### src/verilog/vic_pkg.sv
package vic_pkg;

    //------------------------------------------------------------
    // Source count and special-register map
    //------------------------------------------------------------
    localparam int        NUM_SRC        = 23;
    localparam int        IDX_W          = 5;
    localparam logic [7:0] IE_ADDR       = 8'hA8;
    localparam logic [7:0] IE_RESET      = 8'h00;
    localparam int        IE_GATE_BIT    = 7;
    localparam int        IE_SRC_BITS    = 7;
    localparam int        EXT_BITS       = 8;
    localparam int        EXT1_FIRST_SRC = 7;
    localparam int        EXT2_FIRST_SRC = 15;

    //------------------------------------------------------------
    // Vector layout
    //------------------------------------------------------------
    localparam logic [15:0] RESET_VECTOR = 16'h0000;
    localparam logic [15:0] VEC_BASE     = 16'h0003;
    localparam int          VEC_SHIFT    = 3;

    //------------------------------------------------------------
    // Source indices with special flag handling
    //------------------------------------------------------------
    localparam logic [NUM_SRC-1:0] HW_CLEAR_MASK = 23'h01000F;
    localparam logic [NUM_SRC-1:0] LIVE_MASK     = 23'h028000;
    localparam int                 LIN_SRC       = 14;

    //------------------------------------------------------------
    // Timing in system clocks
    //------------------------------------------------------------
    localparam int          RECOG_CYCLES = 1;
    localparam int          LONG_CALL_OP_CYCLES = 4;
    localparam int          RETURN_FROM_IRQ_OP_CYCLES  = 5;
    localparam int          DIV_CYCLES   = 8;
    localparam int          MIN_RESPONSE = RECOG_CYCLES + LONG_CALL_OP_CYCLES;
    localparam int          MAX_RESPONSE = RECOG_CYCLES + RETURN_FROM_IRQ_OP_CYCLES
                                         + DIV_CYCLES + LONG_CALL_OP_CYCLES;
    localparam logic [2:0]  CALL_LAST    = 3'(LONG_CALL_OP_CYCLES - 1);

    //------------------------------------------------------------
    // Types
    //------------------------------------------------------------
    typedef struct packed {
        logic             hi;
        logic             lo;
        logic [IDX_W-1:0] hi_idx;
        logic [IDX_W-1:0] lo_idx;
    } vic_pick_s;

    typedef struct packed {
        logic       wr;
        logic       rd;
        logic [7:0] addr;
        logic [7:0] wdata;
        logic       bit_wr;
        logic [7:0] bit_addr;
        logic       bit_val;
    } vic_sfr_s;

    typedef enum logic [1:0] {
        ST_IDLE,
        ST_REQ,
        ST_CALL,
        ST_AFTER_RETURN_FROM_IRQ_OP
    } vic_state_e;

endpackage

### src/verilog/vic_top.sv
`timescale 1ns/1ns
// Summary of operation
// - Sample flags and decode priority every clock
// - Fastest response: one recognise, four call clocks
// - After return, one instruction before next call
// - Worst response eighteen clocks incl return, divide
// - Equal or higher in service blocks new request
// - Reset vector zero; vectors eight apart, index order
// - Hardware clears flags 0-3 and CAN on vectoring
// - LIN flag cleared only by its clear bit
// - Bit 7 gates all sources globally
// - Bits 6..0 enable the seven main sources
// - One enable covers all flags of a source
// - Enable register at 0xA8, bit access, resets zero
// - Extended enables and priorities for sources 7-22
// - Two levels; low preemptible, high never preempted
// - Higher level first, then fixed index order
// - Flag still set after return requests again
// - Software flag set acts like hardware request
module vic_top
    import vic_pkg::*;
(
    input  wire logic                sys_clk,
    input  wire logic                sys_rst,
    input  vic_sfr_s                 sfr,
    output logic [7:0]               sfr_rdata_ff,
    input  wire logic [6:0]          main_priority_reg,
    input  wire logic [7:0]          extended_enable_first,
    input  wire logic [7:0]          extended_enable_second,
    input  wire logic [7:0]          extended_priority_first,
    input  wire logic [7:0]          extended_priority_second,
    input  wire logic [NUM_SRC-1:0]  pend_set,
    input  wire logic [NUM_SRC-1:0]  pend_clr,
    input  wire logic                lin_flag_clear_bit,
    input  wire logic                cpu_call_start,
    input  wire logic                cpu_instr_done,
    input  wire logic                cpu_return_from_irq_op_done,
    output logic [NUM_SRC-1:0]       pend_flags_ff,
    output logic [7:0]               ie_ff,
    output logic                     irq_req_ff,
    output logic                     irq_high_ff,
    output logic [15:0]              irq_vector_ff,
    output logic [1:0]               in_service_ff
);

    //------------------------------------------------------------
    // Declarations
    //------------------------------------------------------------
    vic_state_e         state_ff;
    logic [2:0]         call_cnt_ff;
    logic [IDX_W-1:0]   idx_ff;
    logic [NUM_SRC-1:0] enables;
    logic [NUM_SRC-1:0] levels;
    logic [NUM_SRC-1:0] active;
    logic [NUM_SRC-1:0] hw_clr;
    vic_pick_s          pick;
    logic               cand_ok;
    logic [IDX_W-1:0]   cand_idx;
    logic               take;
    logic               ie_hit;
    logic               ie_bit_hit;

    //------------------------------------------------------------
    // Enable register access
    //------------------------------------------------------------
    assign ie_hit     = sfr.addr == IE_ADDR;
    assign ie_bit_hit = sfr.bit_addr[7:3] == IE_ADDR[7:3];

    // Byte and bit writes to the enable register
    always_ff @(posedge sys_clk) begin
        if (sys_rst) begin
            ie_ff <= IE_RESET;
        end else if (sfr.wr && ie_hit) begin
            ie_ff <= sfr.wdata;
        end else if (sfr.bit_wr && ie_bit_hit) begin
            ie_ff[sfr.bit_addr[2:0]] <= sfr.bit_val;
        end
    end

    // Read data, zero for other addresses
    always_ff @(posedge sys_clk) begin
        if (sys_rst) begin
            sfr_rdata_ff <= 8'h00;
        end else if (sfr.rd && ie_hit) begin
            sfr_rdata_ff <= ie_ff;
        end else begin
            sfr_rdata_ff <= 8'h00;
        end
    end

    //------------------------------------------------------------
    // Masking and level maps
    //------------------------------------------------------------
    assign enables = {extended_enable_second, extended_enable_first,
                      ie_ff[IE_SRC_BITS-1:0]};
    assign levels  = {extended_priority_second, extended_priority_first,
                      main_priority_reg};
    // One enable per source, any flag of it raises pend_set
    assign active  = pend_flags_ff & enables
                   & {NUM_SRC{ie_ff[IE_GATE_BIT]}};

    vic_pick u_pick (
        .req    (active),
        .hi_sel (levels),
        .pick   (pick)
    );

    // Candidate must outrank whatever is in service
    always_comb begin
        cand_ok  = 1'b0;
        cand_idx = pick.lo_idx;
        if (pick.hi && !in_service_ff[1]) begin
            cand_ok  = 1'b1;
            cand_idx = pick.hi_idx;
        end else if (pick.lo && in_service_ff == 2'b00) begin
            cand_ok  = 1'b1;
        end
    end

    assign take = state_ff == ST_REQ && cpu_call_start;

    //------------------------------------------------------------
    // Pending flags, set wins over every clear
    //------------------------------------------------------------
    always_comb begin
        hw_clr = '0;
        if (take) begin
            hw_clr[idx_ff] = HW_CLEAR_MASK[idx_ff];
        end
    end

    genvar g;
    generate
        for (g = 0; g < NUM_SRC; g++) begin : g_flag
            always_ff @(posedge sys_clk) begin
                if (sys_rst) begin
                    pend_flags_ff[g] <= 1'b0;
                end else if (LIVE_MASK[g]) begin
                    pend_flags_ff[g] <= pend_set[g];
                end else if (pend_set[g]) begin
                    pend_flags_ff[g] <= 1'b1;
                end else if ((pend_clr[g] && g != LIN_SRC) || hw_clr[g]) begin
                    pend_flags_ff[g] <= 1'b0;
                end else if (g == LIN_SRC && lin_flag_clear_bit) begin
                    pend_flags_ff[g] <= 1'b0;
                end
            end
        end
    endgenerate

    //------------------------------------------------------------
    // Request sequencer
    //------------------------------------------------------------
    always_ff @(posedge sys_clk) begin
        if (sys_rst) begin
            state_ff <= ST_IDLE;
        end else if (cpu_return_from_irq_op_done) begin
            state_ff <= ST_AFTER_RETURN_FROM_IRQ_OP;
        end else begin
            unique case (state_ff)
                ST_IDLE: begin
                    if (cand_ok) begin
                        state_ff <= ST_REQ;
                    end
                end
                ST_REQ: begin
                    if (cpu_call_start) begin
                        state_ff <= ST_CALL;
                    end else if (!cand_ok) begin
                        state_ff <= ST_IDLE;
                    end
                end
                ST_CALL: begin
                    if (call_cnt_ff == CALL_LAST) begin
                        state_ff <= ST_IDLE;
                    end
                end
                ST_AFTER_RETURN_FROM_IRQ_OP: begin
                    if (cpu_instr_done) begin
                        state_ff <= ST_IDLE;
                    end
                end
            endcase
        end
    end

    // Long call clock count
    always_ff @(posedge sys_clk) begin
        if (sys_rst || state_ff != ST_CALL) begin
            call_cnt_ff <= 3'h0;
        end else begin
            call_cnt_ff <= call_cnt_ff + 3'h1;
        end
    end

    // Request output, vector and level, re-decoded each idle or request clock without a take or return
    always_ff @(posedge sys_clk) begin
        if (sys_rst) begin
            irq_req_ff    <= 1'b0;
            irq_high_ff   <= 1'b0;
            idx_ff        <= '0;
            irq_vector_ff <= RESET_VECTOR;
        end else if ((state_ff == ST_IDLE || state_ff == ST_REQ)
                     && !take && !cpu_return_from_irq_op_done && cand_ok) begin
            irq_req_ff    <= 1'b1;
            irq_high_ff   <= pick.hi && !in_service_ff[1];
            idx_ff        <= cand_idx;
            irq_vector_ff <= VEC_BASE
                           + {8'h00, cand_idx, 3'b000};
        end else begin
            irq_req_ff    <= 1'b0;
        end
    end

    // In-service levels, pushed on call and popped on return
    always_ff @(posedge sys_clk) begin
        if (sys_rst) begin
            in_service_ff <= 2'b00;
        end else if (take) begin
            if (irq_high_ff) begin
                in_service_ff[1] <= 1'b1;
            end else begin
                in_service_ff[0] <= 1'b1;
            end
        end else if (cpu_return_from_irq_op_done) begin
            if (in_service_ff[1]) begin
                in_service_ff[1] <= 1'b0;
            end else begin
                in_service_ff[0] <= 1'b0;
            end
        end
    end
endmodule

### src/verilog/vic_pick.sv
`timescale 1ns/1ns
module vic_pick
    import vic_pkg::*;
(
    input  wire logic [NUM_SRC-1:0] req,
    input  wire logic [NUM_SRC-1:0] hi_sel,
    output vic_pick_s               pick
);

    //------------------------------------------------------------
    // Split requests by level
    //------------------------------------------------------------
    logic [NUM_SRC-1:0] hi_req;
    logic [NUM_SRC-1:0] lo_req;

    genvar g;
    generate
        for (g = 0; g < NUM_SRC; g++) begin : g_split
            assign hi_req[g] = req[g] & hi_sel[g];
            assign lo_req[g] = req[g] & ~hi_sel[g];
        end
    endgenerate

    // Lowest index wins within a level
    always_comb begin
        pick = '0;
        for (int i = NUM_SRC - 1; i >= 0; i--) begin
            if (hi_req[i]) begin
                pick.hi     = 1'b1;
                pick.hi_idx = IDX_W'(i);
            end
            if (lo_req[i]) begin
                pick.lo     = 1'b1;
                pick.lo_idx = IDX_W'(i);
            end
        end
    end

endmodule

### config.mk
export PLATFORM = sky130hd
export DESIGN_NAME = vic_top
export DESIGN_NICKNAME = d
export VERILOG_FILES = /design/src/verilog/vic_pkg.sv /design/src/verilog/vic_top.sv /design/src/verilog/vic_pick.sv
export SDC_FILE = /design/constraint.sdc
export NUM_CORES = 1
export LEC_CHECK = 0
export ABC_AREA = 1
export BUFFER_PORTS_ARGS = -buffer_cell sky130_fd_sc_hd__buf_2
export CAP_MARGIN = 20
export CORE_MARGIN = 5
export CORE_UTILIZATION = 30
export DETAILED_ROUTE_END_ITERATION = 8
export GPL_TIMING_DRIVEN = 1
export PLACE_DENSITY = 0.61
export SETUP_SLACK_MARGIN = 0.3
export SYNTH_ARGS = -nofsm -noshare
export SYNTH_HDL_FRONTEND = slang
export SYNTH_SLANG_ARGS = --single-unit
### constraint.sdc
create_clock -name sys_clk -period 4.1 [get_ports sys_clk]
set_input_delay 0.82 -clock sys_clk [delete_from_list [all_inputs] [get_ports sys_clk]]
set_output_delay 0.82 -clock sys_clk [all_outputs]
set_load 0.1 [all_outputs]
## Word level (Yosys, flattened, before mapping)

Memories as Yosys holds them, arrays and structs flattened. A register that Yosys moved wholly into a read port is not among the register bits.
Cells that the tools add are included.
Widths: inputs -> output; s select.

- Register bits: 69
- ROM bits: 32
- Input bits: 119
- Output and inout bits: 59
- Logic and storage cells: 354
- Memories kept: 1

Memory list:

| name | depth | bits a word | read ports | clocked after memory_dff | write ports | RTL line | text |
|---|---|---|---|---|---|---|---|
| (name not given) | 32 | 1 | 1 | 1 | 0 | vic_top.sv:128 | `hw_clr[idx_ff] = HW_CLEAR_MASK[idx_ff];` |

- $add $sub $neg: 2
- Order comparisons: 4
- Eq/ne operators: 14
- Muxes and demuxes: 162
- Bitwise gates (word level): 73
- Reductions and logical operators: 65

Operator list:

| kind | count |
|---|---|
| $mux 5 | 49 |
| $mux 1 | 98 |
| $and 23x23->23 | 3 |
| $and 1x1->1 | 46 |
| $reduce_bool 2->1 | 22 |
| $not 1->1 | 24 |
| $mux 23 | 1 |
| $logic_or 1x1->1 | 22 |
| $mux 2 | 8 |
| $mux 8 | 2 |
| $logic_and 1x1->1 | 11 |
| $add 2x8->9 const A | 1 |
| $ne 3x3->1 const B | 3 |
| $bwmux 8 | 1 |
| $eq 8x8->1 const B | 1 |
| $pmux 2 s4 | 1 |
| $lt 5x6->1 const B | 1 |
| $ne 2x2->1 const B | 3 |
| $demux 1 s5 | 1 |
| $eq 5x5->1 const B | 1 |
| $ge 5x1->1 const B | 1 |
| $eq 2x2->1 const B | 2 |
| $logic_not 2->1 | 2 |
| $lt 3x4->1 const B | 1 |
| 13 further kinds | 15 |

## Depth between registers and ports, before layout

Gate-level depths: netlist of run 1.

- Word-level depth: 33
- Depth in mapped cells: 28
- Depth with buffers taken out: 27

## By module

From an unflattened synthesis of run 1, not the netlist that was laid out.

- Cell total of the unflattened synthesis: 608
- Area total of the unflattened synthesis: 3532.1 µm²

By module, submodules not included:

| module | times used | cells each | area each (µm²) | seq. area each (µm²) |
|---|---|---|---|---|
| vic_top | 1 | 429 | 2791.4 | 1101.1 |
| vic_pick | 1 | 179 | 740.7 | 0.0 |

## Worst setup path after synthesis of run 1

Ideal clock, no wire load.

- Path type: register -> register
- Start: register ie_ff[7]
- End: register with a tool-made name
- Setup time: 118 ps
- Arrival time: 2719 ps
- Data required time: 3982 ps
- Slack: 1263 ps
- Cell stages (with the launch flop): 22
- Path buffers: 2
- Clock period less this slack: 2837 ps
- Path through: dfxtp_1 -> buf_6 -> buf_8 -> nand3_2 -> nor2_1 -> nor2_2 -> nand2_1 -> nor2_2 -> nand2_1 -> nand2_1 -> inv_2 -> nor2_2 -> nand2_1 -> inv_2 -> nor2_4 -> nand2_2 -> inv_2 -> nand2_2 -> a31oi_4 -> nand2_1 -> o21ai_1 -> a21oi_2

RTL lines:

| what | RTL line | text |
|---|---|---|
| start, declared | vic_top.sv:39 | `output logic [7:0] ie_ff,` |
| start signal, assigned | vic_top.sv:74 | `ie_ff <= sfr.wdata;` |
| start signal, assigned by index | vic_top.sv:76 | `ie_ff[sfr.bit_addr[2:0]] <= sfr.bit_val;` |

==> results of run 1 <==
==> worst max path at each step <==
stage | from | end | slack (ns) | cells after the start
final | ie_ff[7] | register | 1.48 | 16
after global placement | ie_ff[7] | register | 0.97 | 15
after floorplan | ie_ff[7] | register | 1.26 | 21
after detailed placement | ie_ff[7] | register | 1.0 | 27
after global routing | ie_ff[7] | register | 1.18 | 17
after CTS | ie_ff[7] | register | 0.97 | 15
==> final cells by class <==
type	count	area (um2)	area share [%]
sequential	55	1100	23.8
multi-input combinational	377	1840	39.8
clock inverter	2	38.8	0.837
clock buffer	6	139	3.00
tap	143	179	3.86
antenna	1	2.50	0.0540
inverter	119	447	9.64
timing repair buffer	170	883	19.1
==> where the power goes <==
part / leakage (nW) / switching, W / internal, W
clock: 0.0875 / 0.000210 / 0.000308
sequential: 0.451 / 0.0000152 / 0.000552
combinational: 1.91 / 0.000218 / 0.0000706
total: 2.44 / 0.000444 / 0.000931
==> through the flow <==
stage / power (W) / std cells / hold slack [ns]
finish: 0.00137 / 873 / 0.422
global route: 0.00144 / 873 / 0.457
CTS: 0.00140 / 871 / 0.424
detailed placement: 0.000869 / 863 / 0.413
global placement: 0.000867 / 863 / 0.416
floorplan: 0.000786 / 570 / 0.399
==> state kept, by name (all words and copies together) (netlist names), named ones only <==
signal and count:
pend_flags_ff 23, ie_ff 8, sfr_rdata_ff 8, idx_ff 5, call_cnt_ff 3, in_service_ff 2, state_ff 2, irq_high_ff 1
irq_req_ff 1, irq_vector_ff 1
==> cells by family after synthesis <==
group / share of synthesized area [%]
and+or+nand+nor: 36.9
buffers and inverters: 16.7
AOI/OAI and AO/OA: 13.9
DFF: 31.6
adders and majority gates: 0.719
other: 0.108
==> per-layer routing <==
| metal | global-route usage, % | wire length, um |
|---|---|---|
| met1 | 20.5 | 5030 |
| met2 | 27.7 | 5260 |
| met3 | 6.10 | 1120 |
| met4 | 3.23 | 108 |
| met5 | 0 | 11 |
==> cell usage in the layout (no fill, tap or decap), types with 3 or more instances in the layout <==
cell | synthesis | routed
o211ai_1 | 4 | 4
nand2_1 | 99 | 99
a21oi_1 | 32 | 32
dfxtp_1 | 55 | 55
nand3_1 | 25 | 25
buf_2 | 2 | 165
nand4_1 | 10 | 10
conb_1 | 1 | 9
buf_4 | 11 | 4
inv_2 | 5 | 5
nor3_1 | 10 | 10
nand3_2 | 8 | 8
nand3b_1 | 3 | 3
o221ai_1 | 3 | 3
nand2_2 | 3 | 3
a31oi_1 | 13 | 13
nor2_2 | 9 | 9
nor4_1 | 8 | 6
nor2_1 | 106 | 106
inv_1 | 114 | 114
o21ai_0 | 20 | 20
clkbuf_16 | 0 | 5
==> impl_metrics.env, run 1 <==
export IMPL_crit_chain="buf_16 > nand3_1 > nor2_1 > nor4_1 > nand2_1 > nor3_2 > nand2_1 > nand2_1 > nand2_1 > inv_2 > nor2_4 > nand2_2 > inv_2 > a31oi_1 > o21ai_1 > a21oi_2"
export IMPL_cp_num_buf_inv=3
export IMPL_slowest_stage="nor4_1"
export IMPL_grt_pass1_vias=3910
export IMPL_design_core_area_um2=11400
export IMPL_port_buffers=165
export IMPL_hp_start="call_cnt_ff[0]"
export IMPL_status="finished, final reports clean"
export IMPL_fin_tns_setup_ns=0
export IMPL_nFillCells=1278
export IMPL_worst_pin_slew_ns=0.784
export IMPL_synth_area_top_cells="dfxtp_1 32%, inv_1 12%, nor2_1 11%, nand2_1 11%, a21oi_1 4.6%"
export IMPL_holdCritPathClass="register to register"
export IMPL_crit_path_end_kind="register"
export IMPL_fin_crit_ns=2.62
export IMPL_antenna_found_initial=2
export IMPL_drt_first_pass_iters=4
export IMPL_cap_violations=0
export IMPL_syn_to_final_growth_pct=33.1
export IMPL_via_per_inst=4.45
export IMPL_rows=39
export IMPL_cts_buffers=5
export IMPL_cts_root_buf="clkbuf_16"
export IMPL_power_density_nw_per_um2=297
export IMPL_num_io_pins=178
export IMPL_grt_max_degree=33
export IMPL_start_util_pct=30.5
export IMPL_reg2reg_setup_slack_ns=1.48
export IMPL_synth_top_area_cell="dfxtp_1"
export IMPL_cts_sinks=55
export IMPL_synth_area_um2=3480
export IMPL_dp_hpwl_um=9440
export IMPL_cp_arrival_ns=2.87
export IMPL_min_period_over_period_pct=64.0
export IMPL_overflow=0
export IMPL_synth_seq_cells=55
export IMPL_hold_viol=0
export IMPL_yosysMostFrequentCell="inv_1"
export IMPL_synth_warnings=0
export IMPL_synth_edff_count=0
export IMPL_power_leakage_nw=2.44
export IMPL_synthCells=562
export IMPL_fin_worst_skew_ns=0.00743
export IMPL_routed_wirelength_um=11500
export IMPL_fin_area_um2=4630
export IMPL_fp_dieW_um=118
export IMPL_criticalPathCategory="register to register"
export IMPL_final_util_pct=40.6
export IMPL_grt_total_usage_pct=16.6
export IMPL_dpl_cell_area_um2=4420
export IMPL_cpPeakStageDelay_ns=0.46
export IMPL_drc=0
export IMPL_hold_end="call_cnt_ff[0]"
export IMPL_timing_fmax_ghz=0.381
export IMPL_yosys_top_cells_count="114 x inv_1, 106 x nor2_1, 99 x nand2_1, 55 x dfxtp_1, 32 x a21oi_1"
export IMPL_vias=3889
export IMPL_final_nets=849
export IMPL_clock_latency_ns=0.31
export IMPL_crit_family="simple AND/OR/NAND/NOR gates"
export IMPL_crit_fanout=22
export IMPL_pre_cts_slack_ns=0.998
export IMPL_cts_tree="done"
export IMPL_startpoint_type="register"
export IMPL_die_area_um2=13900
export IMPL_ys_seq_area_share_pct=31.6
export IMPL_ir_drop_mv=0.188
export IMPL_crit_top_cell="nand2_1"
export IMPL_hold_depth=1
export IMPL_synth_top_area_share_pct=31.6
export IMPL_ctsHoldBuffers=0
export IMPL_ys_flop_type="dfxtp_1"
export IMPL_post_cts_buffers=0
export IMPL_setup_viol=0
export IMPL_r2r_start="ie_ff[7]"
export IMPL_drt_initial_drc_count=139
export IMPL_grt_pass1_wl_um=18800
export IMPL_cp_required_ns=4.35
export IMPL_fp_dieH_um=118
export IMPL_routedWlPerCell_um=13.2
export IMPL_htree_levels=2
export IMPL_avgSynthCellArea_um2=6.19
export IMPL_timing_slew_headroom_pct=47.3
export IMPL_ys_types=38
export IMPL_rsz0062_at_grt="no"
export IMPL_worstRegToRegCells=16
export IMPL_cts_buffer_depth=2
export IMPL_path_clk_slew_ns=0.07
export IMPL_cts_resized=0
export IMPL_antenna_left=0
export IMPL_final_layout_size_suffix_gt1_share_pct=28.9
export IMPL_gp_congestion=0.841
export IMPL_setup_ws_ns=1.48
export IMPL_slew_viol_final=0
export IMPL_synthArstFlopShare_pct=0
Note: power is estimated with default switching activity, not from simulation.
==> run 2: changes to the inputs <==
--- a/config.mk
+++ b/config.mk
@@ -5,7 +5,7 @@
 export SDC_FILE = /design/constraint.sdc
 export NUM_CORES = 1
 export LEC_CHECK = 0
-export ABC_AREA = 1
+export ABC_AREA = 0
 export BUFFER_PORTS_ARGS = -buffer_cell sky130_fd_sc_hd__buf_2
 export CAP_MARGIN = 20
 export CORE_MARGIN = 5
==> constraint.sdc (replaced) <==
create_clock -name sys_clk -period 2.5 [get_ports sys_clk]
set_input_delay 0.5 -clock sys_clk [delete_from_list [all_inputs] [get_ports sys_clk]]
set_output_delay 0.5 -clock sys_clk [all_outputs]
set_load 0.1 [all_outputs]
==> run 2 against run 1 <==
Net effect:
- the flow now finishes with violations (negative setup slack)
- wire length increased by 18%
- die area decreased by 1.9%
- non-clock buffer count increased by 55
- first-iteration DRC count increased by 140%
- largest cell class unchanged
- largest power group unchanged
==> impl_metrics.env, run 2 <==
export IMPL_status="finished with violations"
export IMPL_violations="negative setup slack"
export IMPL_slowest_stage="dfxtp_4"
export IMPL_ys_flop_type="dfxtp_1"
export IMPL_cts_buffer_depth=2
export IMPL_rows=39
export IMPL_final_util_pct=45.8
export IMPL_switching_power_w=0.000738
export IMPL_hold_depth=3
export IMPL_grt_max_degree=25
export IMPL_holdCritPathClass="primary input to register"
export IMPL_fin_area_um2=5170
export IMPL_hold_viol=0
export IMPL_largest_reg_flops=23
export IMPL_reg_top3="pend_flags_ff (23), ie_ff (8), sfr_rdata_ff (8)"
export IMPL_layout_common_cells="165 x buf_2, 54 x nor2_1, 45 x buf_4"
export IMPL_syn_to_final_growth_pct=51.6
export IMPL_multiInputGateArea_um2=2180
export IMPL_fin_crit_ns=2.51
export IMPL_grt_pass1_vias=3896
export IMPL_hp_start="pend_set[19]"
export IMPL_clock_power_share_pct=35.4
export IMPL_synth_area_um2=3410
export IMPL_rsz0062_at_grt="yes"
export IMPL_routed_wirelength_um=13600
export IMPL_yosys_top_cells_count="55 x dfxtp_1, 54 x nor2_1, 45 x nand2_1, 29 x inv_1"
export IMPL_cp_num_buf_inv=3
export IMPL_cp_arrival_ns=2.70
export IMPL_r2r_start="ie_ff[7]"
export IMPL_num_io_pins=178
export IMPL_p_total_w=0.00218
export IMPL_switching_share_pct=33.9
export IMPL_crit_family="simple AND/OR/NAND/NOR gates"
export IMPL_p_int_w=0.00144
export IMPL_drt_first_pass_iters=5
export IMPL_min_period_over_period_pct=100
export IMPL_clock_latency_ns=0.30
export IMPL_cts_root_buf="clkbuf_16"
export IMPL_antenna_left=0
export IMPL_start_util_pct=30.2
export IMPL_grt_pass1_wl_um=20100
export IMPL_crit_chain="buf_12 > buf_6 > nand4b_4 > nand3_2 > or3_4 > o31a_1 > buf_6 > a21oi_4 > mux2i_4 > nand4bb_1 > a21oi_2"
export IMPL_final_layout_size_suffix_gt1_share_pct=43.6
export IMPL_slew_viol_final=0
export IMPL_startpoint_type="register"
export IMPL_synth_top_area_cell="dfxtp_1"
export IMPL_fin_worst_skew_ns=0.00607
export IMPL_timing_slew_headroom_pct=51.9
export IMPL_ys_types=58
export IMPL_hold_end="pend_flags_ff[19]"
export IMPL_gp_congestion=0.875
export IMPL_cap_violations=0
export IMPL_nFillCells=1180
export IMPL_cts_buffers=5
export IMPL_die_area_um2=13600
export IMPL_routedWlPerCell_um=16.9
export IMPL_fp_dieW_um=117
export IMPL_design_core_area_um2=11300
export IMPL_combPwrFrac_pct=21.4
export IMPL_via_per_inst=5.25
export IMPL_power_leakage_nw=2.58
export IMPL_dp_cells=784
export IMPL_ctsHoldBuffers=0
export IMPL_pre_cts_slack_ns=-0.0855
export IMPL_final_common_cell="buf_2"
export IMPL_overflow=0
export IMPL_yosysMostFrequentCell="dfxtp_1"
export IMPL_power_density_nw_per_um2=422
export IMPL_crit_fanout=6
export IMPL_crit_path_end_kind="register"
export IMPL_setup_ws_ns=-0.00610
export IMPL_worst_pin_slew_ns=0.716
export IMPL_timing_fmax_ghz=0.399
export IMPL_avgSynthCellArea_um2=7.66
export IMPL_synth_edff_count=0
export IMPL_top_register="pend_flags_ff"
export IMPL_dpl_cell_area_um2=4720
export IMPL_final_nets=781
export IMPL_antenna_found_initial=0
export IMPL_regArea_um2=1140
export IMPL_antennaDiodeCount=0
export IMPL_final_cells=804
export IMPL_cts_tree="done"
export IMPL_p_seq_share_pct=43.2
export IMPL_synthCells=445
export IMPL_criticalPathCategory="register to register"
export IMPL_port_buffers=165
export IMPL_reg2reg_setup_slack_ns=-0.006
export IMPL_fp_dieH_um=117
export IMPL_ir_drop_mv=0.261
export IMPL_cpPeakStageDelay_ns=0.40
export IMPL_crit_top_cell="buf_6"
export IMPL_synth_area_top_cells="dfxtp_1 32%, nor2_1 5.9%, nand2_1 5.0%, a31oi_1 4.8%, nand4_1 4.8%"
export IMPL_worstRegToRegCells=11
export IMPL_ys_seq_area_share_pct=32.3
export IMPL_grt_total_usage_pct=19.0
export IMPL_vias=4220
export IMPL_setup_viol=1
export IMPL_drc=0
export IMPL_path_clk_slew_ns=0.08
export IMPL_synth_seq_cells=55
export IMPL_dp_hpwl_um=10500
export IMPL_drt_initial_drc_count=337
export IMPL_htree_levels=2
export IMPL_synth_top_area_share_pct=32.3
export IMPL_cp_required_ns=2.70
export IMPL_cts_sinks=55
export IMPL_synthArstFlopShare_pct=0
export IMPL_synth_warnings=0
==> run 2: worst max path at each step <==
stage | cells past startpoint | slack (ns) | end | startpoint
2_1_floorplan | 10 | 0.12 | register | ie_ff[7]
3_3_place_gp | 10 | -0.08 | register | extended_enable_second[6]
3_5_place_dp | 10 | -0.09 | register | ie_ff[7]
4_1_cts | 12 | 0.04 | register | ie_ff[7]
5_1_grt | 12 | -0.11 | register | ie_ff[7]
6_report | 11 | -0.006 | register | ie_ff[7]
==> run 2: per-layer routing <==
layer	global-route usage (%)	vias up	wire length (um)
met5	0	-	0
met4	4.51	0	233
met3	3.21	17	905
met2	33.5	143	6820
met1	24.1	2005	5600
li1	-	2055	-
==> run 2: repair_timing <==
action,CTS,global route
setup buffers,8,2
endpoints found under the hold margin,0,0
gates resized for setup,29,4
cloned,2,0
pin swaps,15,2
setup endpoints to repair,9,10
==> run 2: metrics by stage <==
step	TNS [ns]	hold WS [ns]
after floorplan	0	0.397
after global placement	-0.0831	0.405
after detailed placement	-0.0855	0.419
after CTS	0	0.402
after global routing	-0.168	0.413
final	-0.00610	0.403
==> run 2: kinds of logic (layout without fill, tap and decap cells) <==
group | Yosys count | after routing | synth area share, %
flip-flops | 55 | 55 | 32.3
buffers and inverters | 54 | 262 | 7.82
multiplexers | 8 | 8 | 2.35
AND/OR/NAND/NOR | 237 | 237 | 39.9
AO/OA/AOI/OAI | 88 | 88 | 16.8
other | 1 | 9 | 0.110
adder cells (fa/ha/maj) | 2 | 2 | 0.734
==> run 2: tightest hold or removal path, stage by stage <==
cell     delay (ns)
buf_2          0.07
a31oi_1        0.03
nor2_1         0.06
==> run 2: area by class of cell <==
class	instances	share of cell area (%)
inverter	29	2.11
timing repair buffer	225	27.0
sequential	55	22.1
multi-input combinational	344	42.2
clock buffer	6	2.69
clock inverter	2	0.388
tap	143	3.46
==> run 2: power groups by stage <==
stage	clock (W)	combinational, W	sequential, W
2_1_floorplan	0	0.000144	0.00113
3_3_place_gp	0	0.000454	0.000961
3_5_place_dp	0	0.000459	0.000962
4_1_cts	0.000785	0.000464	0.000942
5_1_grt	0.000814	0.000491	0.000948
6_report	0.000771	0.000465	0.000942
==> run 3: changes to the inputs <==
--- a/config.mk
+++ b/config.mk
@@ -9,10 +9,10 @@
 export BUFFER_PORTS_ARGS = -buffer_cell sky130_fd_sc_hd__buf_2
 export CAP_MARGIN = 20
 export CORE_MARGIN = 5
-export CORE_UTILIZATION = 30
+export CORE_UTILIZATION = 25
 export DETAILED_ROUTE_END_ITERATION = 8
 export GPL_TIMING_DRIVEN = 1
-export PLACE_DENSITY = 0.61
+export PLACE_DENSITY = 0.53
 export SETUP_SLACK_MARGIN = 0.3
 export SYNTH_ARGS = -nofsm -noshare
 export SYNTH_HDL_FRONTEND = slang
==> run 3 against run 2 <==
Net effect:
- largest power group is now the clock network
- the run now ends clean
- non-clock buffer count decreased by 1
- maximum frequency grew 1.7%
- total power increased by 8.2%
- hold slack worse by 0.0077 ns
==> impl_metrics.env, run 3 (synthesized netlist as in run 2, its figures left out) <==
export IMPL_crit_path_end_kind="register"
export IMPL_cts_buffers=5
export IMPL_vias=4137
export IMPL_ctsHoldBuffers=0
export IMPL_cts_buffer_depth=2
export IMPL_fin_area_um2=5200
export IMPL_dpl_cell_area_um2=4770
export IMPL_final_common_cell="buf_2"
export IMPL_cts_root_buf="clkbuf_16"
export IMPL_start_util_pct=25.6
export IMPL_status="finished, final reports clean"
export IMPL_design_core_area_um2=13300
export IMPL_holdCritPathClass="primary input to register"
export IMPL_port_buffers=165
export IMPL_fin_worst_skew_ns=0.00468
export IMPL_reg_top3="pend_flags_ff (23), ie_ff (8), sfr_rdata_ff (8)"
export IMPL_worst_pin_slew_ns=0.684
export IMPL_ir_drop_mv=0.352
export IMPL_grt_max_degree=27
export IMPL_top_register="pend_flags_ff"
export IMPL_overflow=0
export IMPL_htree_levels=2
export IMPL_routed_wirelength_um=14300
export IMPL_cts_sinks=55
export IMPL_power_leakage_nw=2.58
export IMPL_layout_common_cells="165 x buf_2, 54 x nor2_1, 52 x buf_4"
export IMPL_startpoint_type="register"
export IMPL_holdWs_ns=0.395
export IMPL_rows=42
export IMPL_drt_initial_drc_count=214
export IMPL_grt_pass1_wl_um=22100
export IMPL_final_nets=780
export IMPL_fin_crit_ns=2.46
export IMPL_gp_congestion=0.879
export IMPL_cp_required_ns=2.74
export IMPL_slew_viol_final=0
export IMPL_clock_latency_ns=0.31
export IMPL_antennaDiodeCount=0
export IMPL_grt_total_usage_pct=17.3
export IMPL_timing_fmax_ghz=0.406
export IMPL_min_period_over_period_pct=98.6
export IMPL_cts_tree="done"
export IMPL_via_per_inst=4.95
export IMPL_hold_viol=0
export IMPL_routedWlPerCell_um=17.1
export IMPL_fp_dieW_um=127
export IMPL_setup_ws_ns=0.0359
export IMPL_drt_first_pass_iters=4
export IMPL_criticalPathCategory="register to register"
export IMPL_pre_cts_slack_ns=-0.0523
export IMPL_final_layout_size_suffix_gt1_share_pct=44.1
export IMPL_rsz0062_at_grt="yes"
export IMPL_dp_hpwl_um=11400
export IMPL_power_density_nw_per_um2=453
export IMPL_num_io_pins=178
export IMPL_timing_slew_headroom_pct=54.0
export IMPL_largest_reg_flops=23
export IMPL_cap_violations=0
export IMPL_antenna_left=0
export IMPL_drc=0
export IMPL_crit_fanout=7
export IMPL_fin_tns_setup_ns=0
export IMPL_cp_arrival_ns=2.71
export IMPL_antenna_found_initial=0
export IMPL_syn_to_final_growth_pct=52.8
export IMPL_fp_dieH_um=127
export IMPL_path_clk_slew_ns=0.08
export IMPL_die_area_um2=16100
export IMPL_setup_viol=0
export IMPL_grt_pass1_vias=4129
==> run 3: cell types whose count changed in the layout (fill, tap and decap cells not counted), moves of 3 or more <==
cell     before  now
buf_6        10    2
buf_4        45   52
nand2_1      44   41
nand2_2       1    4
==> run 3: final timing paths <==
| check | from | endpoint | slack, ns | cells past startpoint |
|---|---|---|---|---|
| setup reg to reg | ie_ff[7] | register | 0.04 | 11 |
| hold / removal | pend_set[16] | pend_flags_ff[16] | 0.40 | 3 |
| hold reg to reg | call_cnt_ff[0] | call_cnt_ff[0] | 0.43 | 1 |
| setup / recovery | ie_ff[7] | register | 0.04 | 11 |
==> run 3: cell type report <==
type | instances | area [um2]
fill | 1430 | 8090
multi-input combinational | 344 | 2200
timing repair buffer | 224 | 1340
sequential | 55 | 1140
tap | 176 | 220
clock buffer | 5 | 125
inverter | 29 | 109
clock inverter | 3 | 71.3
==> run 3: per-stage QoR <==
step                      total power, W  utilization (%)  std cells
after global placement           0.00142             35.8        818
after detailed placement         0.00142             35.8        818
after CTS                        0.00237             38.6        833
after floorplan                  0.00128                -        453
after global routing             0.00245             39.1        836
final                            0.00236             39.1        836
==> run 3: where the power goes <==
group | internal [W] | switching, W | total, W | leakage, nW
clock network | 0.000582 | 0.000365 | 0.000948 | 0.0959
logic | 0.000123 | 0.000340 | 0.000463 | 2.02
registers | 0.000908 | 0.0000370 | 0.000945 | 0.461
total | 0.00161 | 0.000743 | 0.00236 | 2.58
==> run 3: metal layers <==
metal / track usage [%] / vias up / wire, um
li1: - / 2052 / -
met1: 22.4 / 1950 / 6230
met2: 29.1 / 120 / 6970
met3: 3.83 / 15 / 854
met4: 4.54 / 0 / 231
met5: 0 / - / 0
==> run 3: repair_timing <==
| item | in CTS | in global routing |
|---|---|---|
| cloned | 0 | 1 |
| buffers inserted | 7 | 2 |
| pin swaps | 10 | 8 |
| resized for setup | 18 | 10 |
| setup endpoints to repair | 8 | 10 |
==> run 3: worst max-delay path, cell delays in order (launching register included) <==
cell and delay, ns:
dfxtp_4 0.42, buf_8 0.16, nand4_1 0.11, nand2_1 0.13
nor4_4 0.38, buf_4 0.20, a31oi_4 0.15, a211oi_2 0.27
nor4_2 0.08, buf_4 0.16, nand4bb_1 0.19, a21oi_2 0.16
